`config.mk`:
```
export PLATFORM = sky130hd
export DESIGN_NAME = ssp_pins
export DESIGN_NICKNAME = d
export VERILOG_FILES = /design/src/verilog/ssp_sync2.v /design/src/verilog/ssp_clkgen.v /design/src/verilog/ssp_pins.v
export VERILOG_INCLUDE_DIRS = /design/src /design/src/verilog
export SDC_FILE = /design/constraint.sdc
export NUM_CORES = 1
export LEC_CHECK = 0
export BUFFER_PORTS_ARGS = -buffer_cell sky130_fd_sc_hd__buf_2
export CORE_MARGIN = 1
export CORE_UTILIZATION = 46
export DETAILED_ROUTE_END_ITERATION = 16
export PLACE_DENSITY = 0.7
export SETUP_SLACK_MARGIN = 0.3
export SYNTH_ARGS = -nofsm -noshare
export SYNTH_HDL_FRONTEND = slang
export SYNTH_HIERARCHICAL = 1
export SYNTH_SLANG_ARGS = --single-unit
```
`constraint.sdc`:
```
create_clock -name pclk -period 2.4 [get_ports pclk]
set_input_delay 0.12 -clock pclk [delete_from_list [all_inputs] [get_ports pclk]]
set_output_delay 0.12 -clock pclk [all_outputs]
set_load 0.1 [all_outputs]
```
`src/verilog/ssp_consts.vh`:
```
// constants for the synchronous serial port pin block
// Notes on behaviour
// - transmit data pin shifts out bits from the transmit shift register
// - receive data pin samples bits into the receive shift register
// - bit clock pin is bidirectional, driven by device or by peer
// - bit clock may run continuously or gated; both work
// - synchronous mode clocks transmitter and receiver from the bit clock
// - asynchronous mode: control pin a is receive clock, in or out
// - synchronous mode: control pin a is transmitter 1 output or flag 0
// - asynchronous mode: control pin b is receive frame sync, in or out
// - synchronous mode: control pin b is transmitter 2 output or flag 1
// - frame sync pin serves both sides in sync, transmitter in async
// - frame sync pin as output drives the internal frame sync
// - unused port pins act as general-purpose I/O
`ifndef SSP_CONSTS_VH
`define SSP_CONSTS_VH
`define SSP_ADDR_CTRL     12'h000
`define SSP_ADDR_DIV      12'h004
`define SSP_ADDR_TXDATA   12'h008
`define SSP_ADDR_RXDATA   12'h00C
`define SSP_ADDR_STATUS   12'h010
`define SSP_ADDR_PINSEL   12'h014
`define SSP_ADDR_GPOUT    12'h018
`define SSP_ADDR_GPDIR    12'h01C
`define SSP_ADDR_GPIN     12'h020
`define SSP_ADDR_FLAGS    12'h024
// control register fields
`define SSP_CTRL_EN       0
`define SSP_CTRL_ASYNC    1
`define SSP_CTRL_CLKOUT   2
`define SSP_CTRL_FSOUT    3
`define SSP_CTRL_RCLKOUT  4
`define SSP_CTRL_RFSOUT   5
`define SSP_CTRL_A_TX     6
`define SSP_CTRL_B_TX     7
`define SSP_CTRL_GATED    8
`define SSP_CTRL_RST      16'h0000
`define SSP_DIV_RST       8'h03
`define SSP_PINSEL_RST    7'h00
`define SSP_WORD_BITS     16
`define SSP_WORD_MSB      15
`define SSP_CNT_MAX       4'hF
`endif

```
`src/verilog/ssp_sync2.v`:
```
// two-flop synchroniser for a pin or foreign-clock level
module ssp_sync2 (
    input  wire pclk,
    input  wire presetn,
    input  wire d,
    output reg  q
);
    reg meta;
    always @(posedge pclk or negedge presetn) begin
        if (!presetn) begin
            meta <= 1'b0;
            q    <= 1'b0;
        end else begin
            meta <= d;
            q    <= meta;
        end
    end
endmodule // ssp_sync2

```
`src/verilog/ssp_clkgen.v`:
```
// internal bit clock divider with gating
module ssp_clkgen (
    input  wire       pclk,
    input  wire       presetn,
    input  wire       run,
    input  wire [7:0] div,
    output reg        clk_out,
    output reg        rise,
    output reg        fall
);
    reg [7:0] cnt;
    always @(posedge pclk or negedge presetn) begin
        if (!presetn) begin
            cnt     <= 8'h00;
            clk_out <= 1'b0;
            rise    <= 1'b0;
            fall    <= 1'b0;
        end else begin
            rise <= 1'b0;
            fall <= 1'b0;
            if (!run) begin
                cnt     <= 8'h00;
                clk_out <= 1'b0;
            end else if (cnt >= div) begin
                cnt     <= 8'h00;
                clk_out <= ~clk_out;
                rise    <= ~clk_out;
                fall    <= clk_out;
            end else begin
                cnt <= cnt + 8'h01;
            end
        end
    end
endmodule // ssp_clkgen

```
`src/verilog/ssp_pins.v`:
```
// synchronous serial port pin logic with APB registers and GPIO fallback
//
// Decided for this implementation: the APB interface to the registers and the register offsets.
`include "ssp_consts.vh"
module ssp_pins (
    input  wire        pclk,
    input  wire        presetn,
    input  wire        psel,
    input  wire        penable,
    input  wire        pwrite,
    input  wire [11:0] paddr,
    input  wire [31:0] pwdata,
    output reg  [31:0] prdata,
    output wire        pready,
    output wire        pslverr,
    // pin 0 transmit data
    input  wire        port0_tx_data_i,
    output wire        port0_tx_data_o,
    output wire        port0_tx_data_oe,
    // pin 1 receive data
    input  wire        port0_rx_data_i,
    output wire        port0_rx_data_o,
    output wire        port0_rx_data_oe,
    // pin 2 bit clock
    input  wire        port0_bit_clock_i,
    output wire        port0_bit_clock_o,
    output wire        port0_bit_clock_oe,
    // pin 3 control a
    input  wire        port0_ctrl_pin_a_i,
    output wire        port0_ctrl_pin_a_o,
    output wire        port0_ctrl_pin_a_oe,
    // pin 4 control b
    input  wire        port0_ctrl_pin_b_i,
    output wire        port0_ctrl_pin_b_o,
    output wire        port0_ctrl_pin_b_oe,
    // pin 5 frame sync
    input  wire        port0_frame_sync_pin_i,
    output wire        port0_frame_sync_pin_o,
    output wire        port0_frame_sync_pin_oe,
    // pin 6 second port transmit data
    input  wire        port1_tx_data_i,
    output wire        port1_tx_data_o,
    output wire        port1_tx_data_oe
);
    localparam ST_IDLE = 3'b001;
    localparam ST_SHFT = 3'b010;
    localparam ST_DONE = 3'b100;

    reg  [15:0] ctrl;
    reg  [7:0]  div;
    reg  [6:0]  pinsel;
    reg  [6:0]  gp_out;
    reg  [6:0]  gp_dir;
    reg  [1:0]  flag_out;
    reg  [15:0] tx_word;
    reg  [15:0] tx1_word;
    reg  [15:0] tx2_word;
    reg         tx_full;
    reg  [15:0] rx_word;
    reg         rx_full;
    reg         rx_ovr;
    reg  [15:0] tx_sh;
    reg  [15:0] tx1_sh;
    reg  [15:0] tx2_sh;
    reg  [15:0] rx_sh;
    reg  [3:0]  tx_cnt;
    reg  [3:0]  rx_cnt;
    reg  [2:0]  tx_st;
    reg         rx_act;
    reg         fs_gen;
    reg         sck_d;
    reg         rck_d;

    wire [6:0]  pin_in;
    wire [6:0]  pin_s;
    wire        wr = psel & penable & pwrite;
    wire        rd = psel & penable & ~pwrite;
    wire        en = ctrl[`SSP_CTRL_EN];
    wire        async_m = ctrl[`SSP_CTRL_ASYNC];
    wire        clk_out_m = ctrl[`SSP_CTRL_CLKOUT];
    wire        rclk_out_m = ctrl[`SSP_CTRL_RCLKOUT];
    wire        gen_clk, gen_rise, gen_fall;
    wire        run_clk;
    wire        sck, rck, fs_in, rfs_in, rx_bit;
    wire        t_rise, t_fall, r_fall;

    function mapped;
        input [11:0] a;
        begin
            mapped = (a == `SSP_ADDR_CTRL) || (a == `SSP_ADDR_DIV) ||
                     (a == `SSP_ADDR_TXDATA) || (a == `SSP_ADDR_RXDATA) ||
                     (a == `SSP_ADDR_STATUS) || (a == `SSP_ADDR_PINSEL) ||
                     (a == `SSP_ADDR_GPOUT) || (a == `SSP_ADDR_GPDIR) ||
                     (a == `SSP_ADDR_GPIN) || (a == `SSP_ADDR_FLAGS);
        end
    endfunction

    assign pready  = 1'b1;
    assign pslverr = psel & penable & ~mapped(paddr);

    assign pin_in = {port1_tx_data_i, port0_frame_sync_pin_i,
                     port0_ctrl_pin_b_i, port0_ctrl_pin_a_i,
                     port0_bit_clock_i, port0_rx_data_i, port0_tx_data_i};

    genvar g;
    generate
        for (g = 0; g < 7; g = g + 1) begin : g_sync
            ssp_sync2 u_sync (
                .pclk    (pclk),
                .presetn (presetn),
                .d       (pin_in[g]),
                .q       (pin_s[g])
            );
        end
    endgenerate

    // gated clock runs only while a word is pending or shifting
    assign run_clk = en & (~ctrl[`SSP_CTRL_GATED] | tx_full |
                     (tx_st != ST_IDLE) | rx_act);

    ssp_clkgen u_clkgen (
        .pclk    (pclk),
        .presetn (presetn),
        .run     (run_clk),
        .div     (div),
        .clk_out (gen_clk),
        .rise    (gen_rise),
        .fall    (gen_fall)
    );

    // edges of the clock seen at the pin, internal or external
    assign sck    = clk_out_m ? gen_clk : pin_s[2];
    assign t_rise = sck & ~sck_d;
    assign t_fall = ~sck & sck_d;
    // receive clock: bit clock in sync, control pin a in async
    assign rck    = async_m ? (rclk_out_m ? gen_clk : pin_s[3])
                            : sck;
    assign r_fall = ~rck & rck_d;
    assign fs_in  = ctrl[`SSP_CTRL_FSOUT] ? fs_gen : pin_s[5];
    assign rfs_in = async_m ? (ctrl[`SSP_CTRL_RFSOUT] ? fs_gen : pin_s[4])
                            : fs_in;
    assign rx_bit = pin_s[1];

    always @(posedge pclk or negedge presetn) begin
        if (!presetn) begin
            sck_d <= 1'b0;
            rck_d <= 1'b0;
        end else begin
            sck_d <= sck;
            rck_d <= rck;
        end
    end

    // register writes and hardware flag updates
    always @(posedge pclk or negedge presetn) begin
        if (!presetn) begin
            ctrl     <= `SSP_CTRL_RST;
            div      <= `SSP_DIV_RST;
            pinsel   <= `SSP_PINSEL_RST;
            gp_out   <= 7'h00;
            gp_dir   <= 7'h00;
            flag_out <= 2'h0;
            tx_word  <= 16'h0000;
            tx1_word <= 16'h0000;
            tx2_word <= 16'h0000;
            tx_full  <= 1'b0;
            rx_word  <= 16'h0000;
            rx_full  <= 1'b0;
            rx_ovr   <= 1'b0;
        end else begin
            if (wr) begin
                case (paddr)
                    `SSP_ADDR_CTRL:   ctrl   <= pwdata[15:0];
                    `SSP_ADDR_DIV:    div    <= pwdata[7:0];
                    `SSP_ADDR_PINSEL: pinsel <= pwdata[6:0];
                    `SSP_ADDR_GPOUT:  gp_out <= pwdata[6:0];
                    `SSP_ADDR_GPDIR:  gp_dir <= pwdata[6:0];
                    `SSP_ADDR_FLAGS:  flag_out <= pwdata[1:0];
                    default: ;
                endcase
            end
            if (wr && paddr == `SSP_ADDR_TXDATA) begin
                tx_word  <= pwdata[15:0];
                tx1_word <= pwdata[31:16];
                tx2_word <= pwdata[31:16];
            end
            // a fresh write wins over a load into the shifter and keeps tx_full set
            if (wr && paddr == `SSP_ADDR_TXDATA)
                tx_full <= 1'b1;
            else if (en && tx_st == ST_IDLE && tx_full && fs_in && t_rise)
                tx_full <= 1'b0;
            // capture sets beat a software read clear
            if (rx_act && r_fall && rx_cnt == 4'h0) begin
                rx_word <= {rx_sh[14:0], rx_bit};
                rx_full <= 1'b1;
                if (rx_full && !(rd && paddr == `SSP_ADDR_RXDATA))
                    rx_ovr <= 1'b1;
            end else if (rd && paddr == `SSP_ADDR_RXDATA) begin
                rx_full <= 1'b0;
            end
            if (wr && paddr == `SSP_ADDR_STATUS && pwdata[2] &&
                !(rx_act && r_fall && rx_cnt == 4'h0 && rx_full))
                rx_ovr <= 1'b0;
        end
    end

    // transmit state machine: load on frame sync, shift on rising edges
    always @(posedge pclk or negedge presetn) begin
        if (!presetn) begin
            tx_st  <= ST_IDLE;
            tx_sh  <= 16'h0000;
            tx1_sh <= 16'h0000;
            tx2_sh <= 16'h0000;
            tx_cnt <= 4'h0;
            fs_gen <= 1'b0;
        end else if (!en) begin
            tx_st  <= ST_IDLE;
            fs_gen <= 1'b0;
        end else begin
            if (gen_fall)
                fs_gen <= (tx_st == ST_IDLE) & tx_full;
            case (tx_st)
                ST_IDLE: if (t_rise && fs_in && tx_full) begin
                    tx_sh  <= tx_word;
                    tx1_sh <= tx1_word;
                    tx2_sh <= tx2_word;
                    tx_cnt <= `SSP_CNT_MAX;
                    tx_st  <= ST_SHFT;
                end
                ST_SHFT: if (t_rise) begin
                    tx_sh  <= {tx_sh[14:0], 1'b0};
                    tx1_sh <= {tx1_sh[14:0], 1'b0};
                    tx2_sh <= {tx2_sh[14:0], 1'b0};
                    if (tx_cnt == 4'h1)
                        tx_st <= ST_DONE;
                    tx_cnt <= tx_cnt - 4'h1;
                end
                // last bit is sampled on the falling edge, so a peer that
                // stops its clock after the frame still lets us go idle
                ST_DONE: if (t_fall)
                    tx_st <= ST_IDLE;
                default: tx_st <= ST_IDLE;
            endcase
        end
    end

    // receive shifter samples on falling receive clock after frame sync
    always @(posedge pclk or negedge presetn) begin
        if (!presetn) begin
            rx_act <= 1'b0;
            rx_sh  <= 16'h0000;
            rx_cnt <= 4'h0;
        end else if (!en) begin
            rx_act <= 1'b0;
        end else if (r_fall) begin
            if (!rx_act && rfs_in) begin
                rx_act <= 1'b1;
                rx_sh  <= {15'h0000, rx_bit};
                rx_cnt <= 4'hE;
            end else if (rx_act) begin
                rx_sh  <= {rx_sh[14:0], rx_bit};
                rx_cnt <= rx_cnt - 4'h1;
                if (rx_cnt == 4'h0)
                    rx_act <= 1'b0;
            end
        end
    end

    // per-pin function, drive value and enable
    wire [6:0] fn_o, fn_oe, pin_o, pin_oe;
    wire       tx_live = (tx_st != ST_IDLE);
    assign fn_o[0]  = tx_sh[`SSP_WORD_MSB];
    assign fn_oe[0] = tx_live;
    assign fn_o[1]  = 1'b0;
    assign fn_oe[1] = 1'b0;
    assign fn_o[2]  = gen_clk;
    assign fn_oe[2] = clk_out_m;
    assign fn_o[3]  = async_m ? gen_clk :
                      (ctrl[`SSP_CTRL_A_TX] ? tx1_sh[`SSP_WORD_MSB]
                                            : flag_out[0]);
    assign fn_oe[3] = async_m ? rclk_out_m : 1'b1;
    assign fn_o[4]  = async_m ? fs_gen :
                      (ctrl[`SSP_CTRL_B_TX] ? tx2_sh[`SSP_WORD_MSB]
                                            : flag_out[1]);
    assign fn_oe[4] = async_m ? ctrl[`SSP_CTRL_RFSOUT] : 1'b1;
    assign fn_o[5]  = fs_gen;
    assign fn_oe[5] = ctrl[`SSP_CTRL_FSOUT];
    assign fn_o[6]  = tx_sh[`SSP_WORD_MSB];
    assign fn_oe[6] = tx_live;

    generate
        for (g = 0; g < 7; g = g + 1) begin : g_mux
            // serial function only when selected and port enabled
            assign pin_o[g]  = (pinsel[g] & en) ? fn_o[g] : gp_out[g];
            assign pin_oe[g] = (pinsel[g] & en) ? fn_oe[g]
                                                : gp_dir[g];
        end
    endgenerate

    assign {port1_tx_data_o, port0_frame_sync_pin_o, port0_ctrl_pin_b_o,
            port0_ctrl_pin_a_o, port0_bit_clock_o, port0_rx_data_o,
            port0_tx_data_o} = pin_o;
    assign {port1_tx_data_oe, port0_frame_sync_pin_oe, port0_ctrl_pin_b_oe,
            port0_ctrl_pin_a_oe, port0_bit_clock_oe, port0_rx_data_oe,
            port0_tx_data_oe} = pin_oe;

    // read mux
    always @* begin
        case (paddr)
            `SSP_ADDR_CTRL:   prdata = {16'h0000, ctrl};
            `SSP_ADDR_DIV:    prdata = {24'h000000, div};
            `SSP_ADDR_TXDATA: prdata = {tx1_word, tx_word};
            `SSP_ADDR_RXDATA: prdata = {16'h0000, rx_word};
            `SSP_ADDR_STATUS: prdata = {27'h0000000, tx_live, rx_act,
                                        rx_ovr, rx_full, tx_full};
            `SSP_ADDR_PINSEL: prdata = {25'h0000000, pinsel};
            `SSP_ADDR_GPOUT:  prdata = {25'h0000000, gp_out};
            `SSP_ADDR_GPDIR:  prdata = {25'h0000000, gp_dir};
            `SSP_ADDR_GPIN:   prdata = {25'h0000000, pin_s};
            `SSP_ADDR_FLAGS:  prdata = {27'h0000000, pin_s[4], pin_s[3],
                                        1'b0, flag_out};
            default:          prdata = 32'h00000000;
        endcase
    end
endmodule // ssp_pins

```
== Word level (Yosys, flattened, before mapping) ==
Cells that the tools add are included.

* Word-level logic and storage cells: 207
* Input bits: 56
* Bits in registers: 200

* Multiplexer cells: 68
* Bitwise logic cells: 26
* Reductions and logical operators: 46
* Equal/unequal tests: 23
* Order comparisons: 1
* Add/subtract/negate cells: 3

{| class="wikitable"
|+ Operator list
! cell !! number
|-
| one-hot mux 32 bit (10 select lines) || 1
|-
| one-hot mux 16 bit (2 select lines) || 3
|-
| two-way mux 16 bit || 5
|-
| equality test 12 x 5 -> 1 bit, second input constant || 4
|-
| two-way mux 1 bit || 44
|-
| two-way mux 15 bit || 2
|-
| equality test 12 x 4 -> 1 bit, second input constant || 2
|-
| equality test 12 x 6 -> 1 bit, second input constant || 2
|-
| bitwise AND 1 bit || 16
|-
| logical AND 1 bit || 16
|-
| two-way mux 4 bit || 4
|-
| two-way mux 8 bit || 2
|-
| two-way mux 3 bit || 5
|-
| AND reduction 2 bit || 7
|-
| equality test 12 x 3 -> 1 bit, second input constant || 1
|-
| logical NOT 12 bit || 1
|-
| nonzero test 2 bit || 6
|-
| logical OR 1 bit || 9
|-
| inequality test 3 bit, second input constant || 3
|-
| one-hot mux 3 bit (3 select lines) || 1
|-
| adder 8 x 1 -> 8 bit, second input constant || 1
|-
| greater-or-equal comparator 8 bit || 1
|-
| one-hot mux 4 bit (2 select lines) || 1
|-
| AND reduction 4 bit || 2
|-
| 14 further kinds || 28
|}

== Logic depth before layout (Yosys ltp) ==
* Depth after elaboration: 12
* Gate-level depth with buffers: 7

== By module ==
The synthesis kept the hierarchy.

{| class="wikitable"
|+ Modules (own cells, without submodules)
! module !! area an instance (um^2) !! cells an instance !! times used
|-
| ssp_pins || 7786.2 || 651 || 1
|-
| ssp_clkgen || 733.2 || 71 || 1
|-
| ssp_sync2 || 50.0 || 2 || 7
|}

== Worst setup path after synthesis ==
OpenSTA, ideal clock, no wires.

* Path type: input-to-output
* From: in paddr[2]
* To: out prdata[0]
* Stages on the path: 5
* Path slack: -0.793 ns
* Path buffers: 2
* Arrival time: 3.073 ns
* Cells stage by stage: buf_2 clkbuf_1 mux2i_1 a221oi_1 nor3_1

* Cells in the longest elaborated chain, start to end: 2
* Elaborated cells between the ends (all ways): 11
* Those cells by class: 9 x eq/ne; 1 x mux; 1 x reduce/logical

{| class="wikitable"
|+ Ends and longest elaborated chain
! element !! line !! RTL
|-
| from (decl) || ssp_pins.v:11 || <nowiki>input wire [11:0] paddr,</nowiki>
|-
| equality test 12 x 6 -> 1 bit (tied with other cells) || ssp_pins.v:309 || <nowiki>case (paddr)</nowiki>
|-
| one-hot mux 32 bit (10 select lines) * || ssp_pins.v:309 ||
|-
| to (decl) || ssp_pins.v:13 || <nowiki>output reg [31:0] prdata,</nowiki>
|}

Every way passes the cells marked *; elsewhere a longest branch is shown, timed or not.

== Worst setup path in the final report ==
* From: reg rx_word[1]
* To: out prdata[1]

* Cells in the longest elaborated chain, start to end: 1

{| class="wikitable"
|+ Ends and longest elaborated chain
! element !! line !! RTL
|-
| from (decl) || ssp_pins.v:59 || <nowiki>reg [15:0] rx_word;</nowiki>
|-
| from (signal assigned) || ssp_pins.v:194 || <nowiki>rx_word <= {rx_sh[14:0], rx_bit};</nowiki>
|-
| one-hot mux 32 bit (10 select lines) || ssp_pins.v:309 ||
|}

No other way between the ends.

==> reports/qor.yml <==
layout:
  area_delta_synth_final_pct: 29.53
  nets: 963
  fin_cells: 1141
  diodes: 0
  drive_gt1_share_pct: 37.27
critical_path:
  crit_path_max_fanout: 2
  critPathArrivalTime_ps: 2030
  worstSetupStartpointType: "flop"
  endpoint_kind: "primary output"
  cp.required_ps: 2280
  path_class: "flop to primary output"
drt:
  antenna_left: 0
  vias: 6670
  wl_per_cell_um: 21.14
  drc: 0
  wl_um: 24130
  via_per_inst: 5.846
  dr.pass1.iters: 5
  drtIter0Drc: 442
floorplanning:
  coreArea_um2: 18770
  ioPinCount: 104
  die_w_um: 140.6
  dieArea_um2: 19770
  num_rows: 50
  die_y_um: 140.6
  initial_core_util_pct: 47.09
power_and_ir_drop:
  powerDensity_nw_per_um2: 553.2
  pwr-share-clk_pct: 45.6
  power_switching_share_pct: 22.77
  p_leak_nw: 5.380
  intPower_w: 0.004891
  seq_power_share_pct: 49.4
  p_comb_share_pct: 5.0
  p_sw_w: 0.001442
  peakVddDrop_v: 0.0004818
  power.total_w: 0.006333
placement:
  dp_hpwl_um: 16840
  gp_congestion: 0.8946
  port_buffers: 102
  placed_cells: 1067
sta:
  finalSetupViolCount: 0
  period_share_pct: 89.57
  min_period_ps: 2150
  hold_viol_final: 0
  skew_ps: 6.927
  finalMaxSlewViolations: 0
  worstMarginPinSlew_ps: 846.5
  max_freq_mhz: 465.2
  rsz0062_at_grt: "true"
  whs_ps: 58.89
  relSlewSlack_pct: 43.14
grt:
  grt_pass1_vias: 6677
  grt_pass1_wl_um: 38250
  grt.total_usage_pct: 25.62
  antenna_found_initial: 0
  grt_max_degree: 69
  grt-ovfl-total: 0
clocking:
  path_clk_slew_ps: 70
  clock_latency_ps: 420
  htree_levels: 4
  numCtsBuffers: 17
  cts_sinks: 184
  clockBufferDepth: 2
  cts.root.buffer_cell: "clkbuf_16"
  tritoncts: "done"
logic_synthesis:
  yosysWarningCount: 6
  synth_fp_nets: 803
  syn_area_um2: 8838
  syn_inst: 734
  syn_avg_cell_area_um2: 12.04
worst_hold_path:
  hold_class: "input pin to flop"
flow_run:
  cap_violations: 0
outcome:
  status: "complete, no violations"
## layout by cell type, fill, tap and decap left out, types with 4 or more instances in the layout
master         count
a21oi_1           18
clkbuf_16         17
nand2_1           29
mux2_2            94
a22o_1            19
ha_1              13
buf_4             39
o21a_1             4
and2_1            11
o21ai_2            4
dfrtp_1          178
and3_1             6
nand3_1           15
nor2_2             8
dlygate4sd3_1     34
nor2_4             4
nor3_1            15
a21o_1             6
inv_1             23
xor2_1             5
buf_2             68
o22ai_1           31
mux2_1            13
nand4_1            6
buf_12            37
mux2i_1           21
o21ai_0            8
a2bb2oi_1         34
clkinv_2           5
and2_2            10
mux4_2             6
nor2_1            30
nand2b_1           5
nor2b_1            6
## area by class of cell
| cell class | count | area, um^2 |
|---|---|---|
| Clock inverter | 14 | 172.7 |
| Fill cell | 1481 | 7320 |
| Tap cell | 234 | 292.8 |
| Inverter | 23 | 86.33 |
| Clock buffer | 18 | 429.2 |
| Multi-Input combinational cell | 488 | 4120 |
| Timing Repair Buffer | 180 | 1735 |
| Sequential cell | 184 | 4612 |
## flip-flops by register name (all words and copies together), names as in the netlist, 2 cells and up
| register | count |
|---|---|
| ctrl | 16 |
| rx_word | 16 |
| tx1_sh | 16 |
| tx2_word | 16 |
| tx_sh | 16 |
| tx_word | 16 |
| rx_sh | 15 |
| div | 8 |
| u_clkgen/cnt | 8 |
| g_sync.u_sync/meta | 7 |
| g_sync.u_sync/q | 7 |
| gp_dir | 7 |
| gp_out | 7 |
| pinsel | 7 |
| rx_cnt | 4 |
| tx_cnt | 4 |
| tx_st | 3 |
| flag_out | 2 |
## timing repair
item	in CTS	in global routing
endpoints found under the setup margin	8	13
endpoints found under the hold margin	107	0
pin swaps	5	1
hold buffers	34	0
buffers inserted	3	5
resized for setup	8	6
## path summary, 6_finish.rpt
kind	from	endpoint	slack [ps]	cells past startpoint
setup / recovery	rx_word[1]$_DFFE_PN0P_	prdata[1]	250	4
hold / removal	pwdata[3]	pinsel[3]$_DFFE_PN0P_	60	2
setup reg to reg	tx_st[0]$_DFFE_PN1P_	u_clkgen/clk_out$_DFFE_PN0P_	410	8
hold reg to reg	g_sync[1].u_sync/meta$_DFF_PN0_	g_sync[1].u_sync/q$_DFF_PN0_	350	0
max in group asynchronous	presetn	div[1]$_DFFE_PN1P_	1420	3
min in group asynchronous	presetn	g_sync[5].u_sync/meta$_DFF_PN0_	250	2
## worst max-delay path, stage by stage (launching register included)
cell and delay (ps):
dfrtp_1 440, mux4_2 480, a21o_1 170, a221o_1 330
buf_12 180
## routing by layer
layer / vias up / track usage, % / share of wire (%)
met5: - / 0 / 0
met4: 0 / 9.439 / 2.8
met3: 38 / 4.008 / 3.8
met2: 211 / 42.08 / 48
met1: 3373 / 34.50 / 45
li1: 3048 / - / -
## stage by stage
step                      instance area (um^2)  TNS, ps  setup WS (ps)  util, %
after floorplan                           8944   -170.6         -170.6        -
after global placement                   10400        0          364.6    55.39
after detailed placement                 10400        0          285.1    55.39
after CTS                                11390        0          245.1    60.70
after global routing                     11450        0          218.7    61.00
final                                    11450        0          250.3    61.00
## power groups by stage
stage	sequential, W	clock (W)	combinational [W]
4_1_cts	0.00313	0.00293	0.000320
6_report	0.00313	0.00289	0.000319
5_1_grt	0.00313	0.00304	0.000348
3_3_place_gp	0.00319	0	0.000275
2_1_floorplan	0.00318	0	0.000101
3_5_place_dp	0.00319	0	0.000275
(Power assumes the default switching activity.)
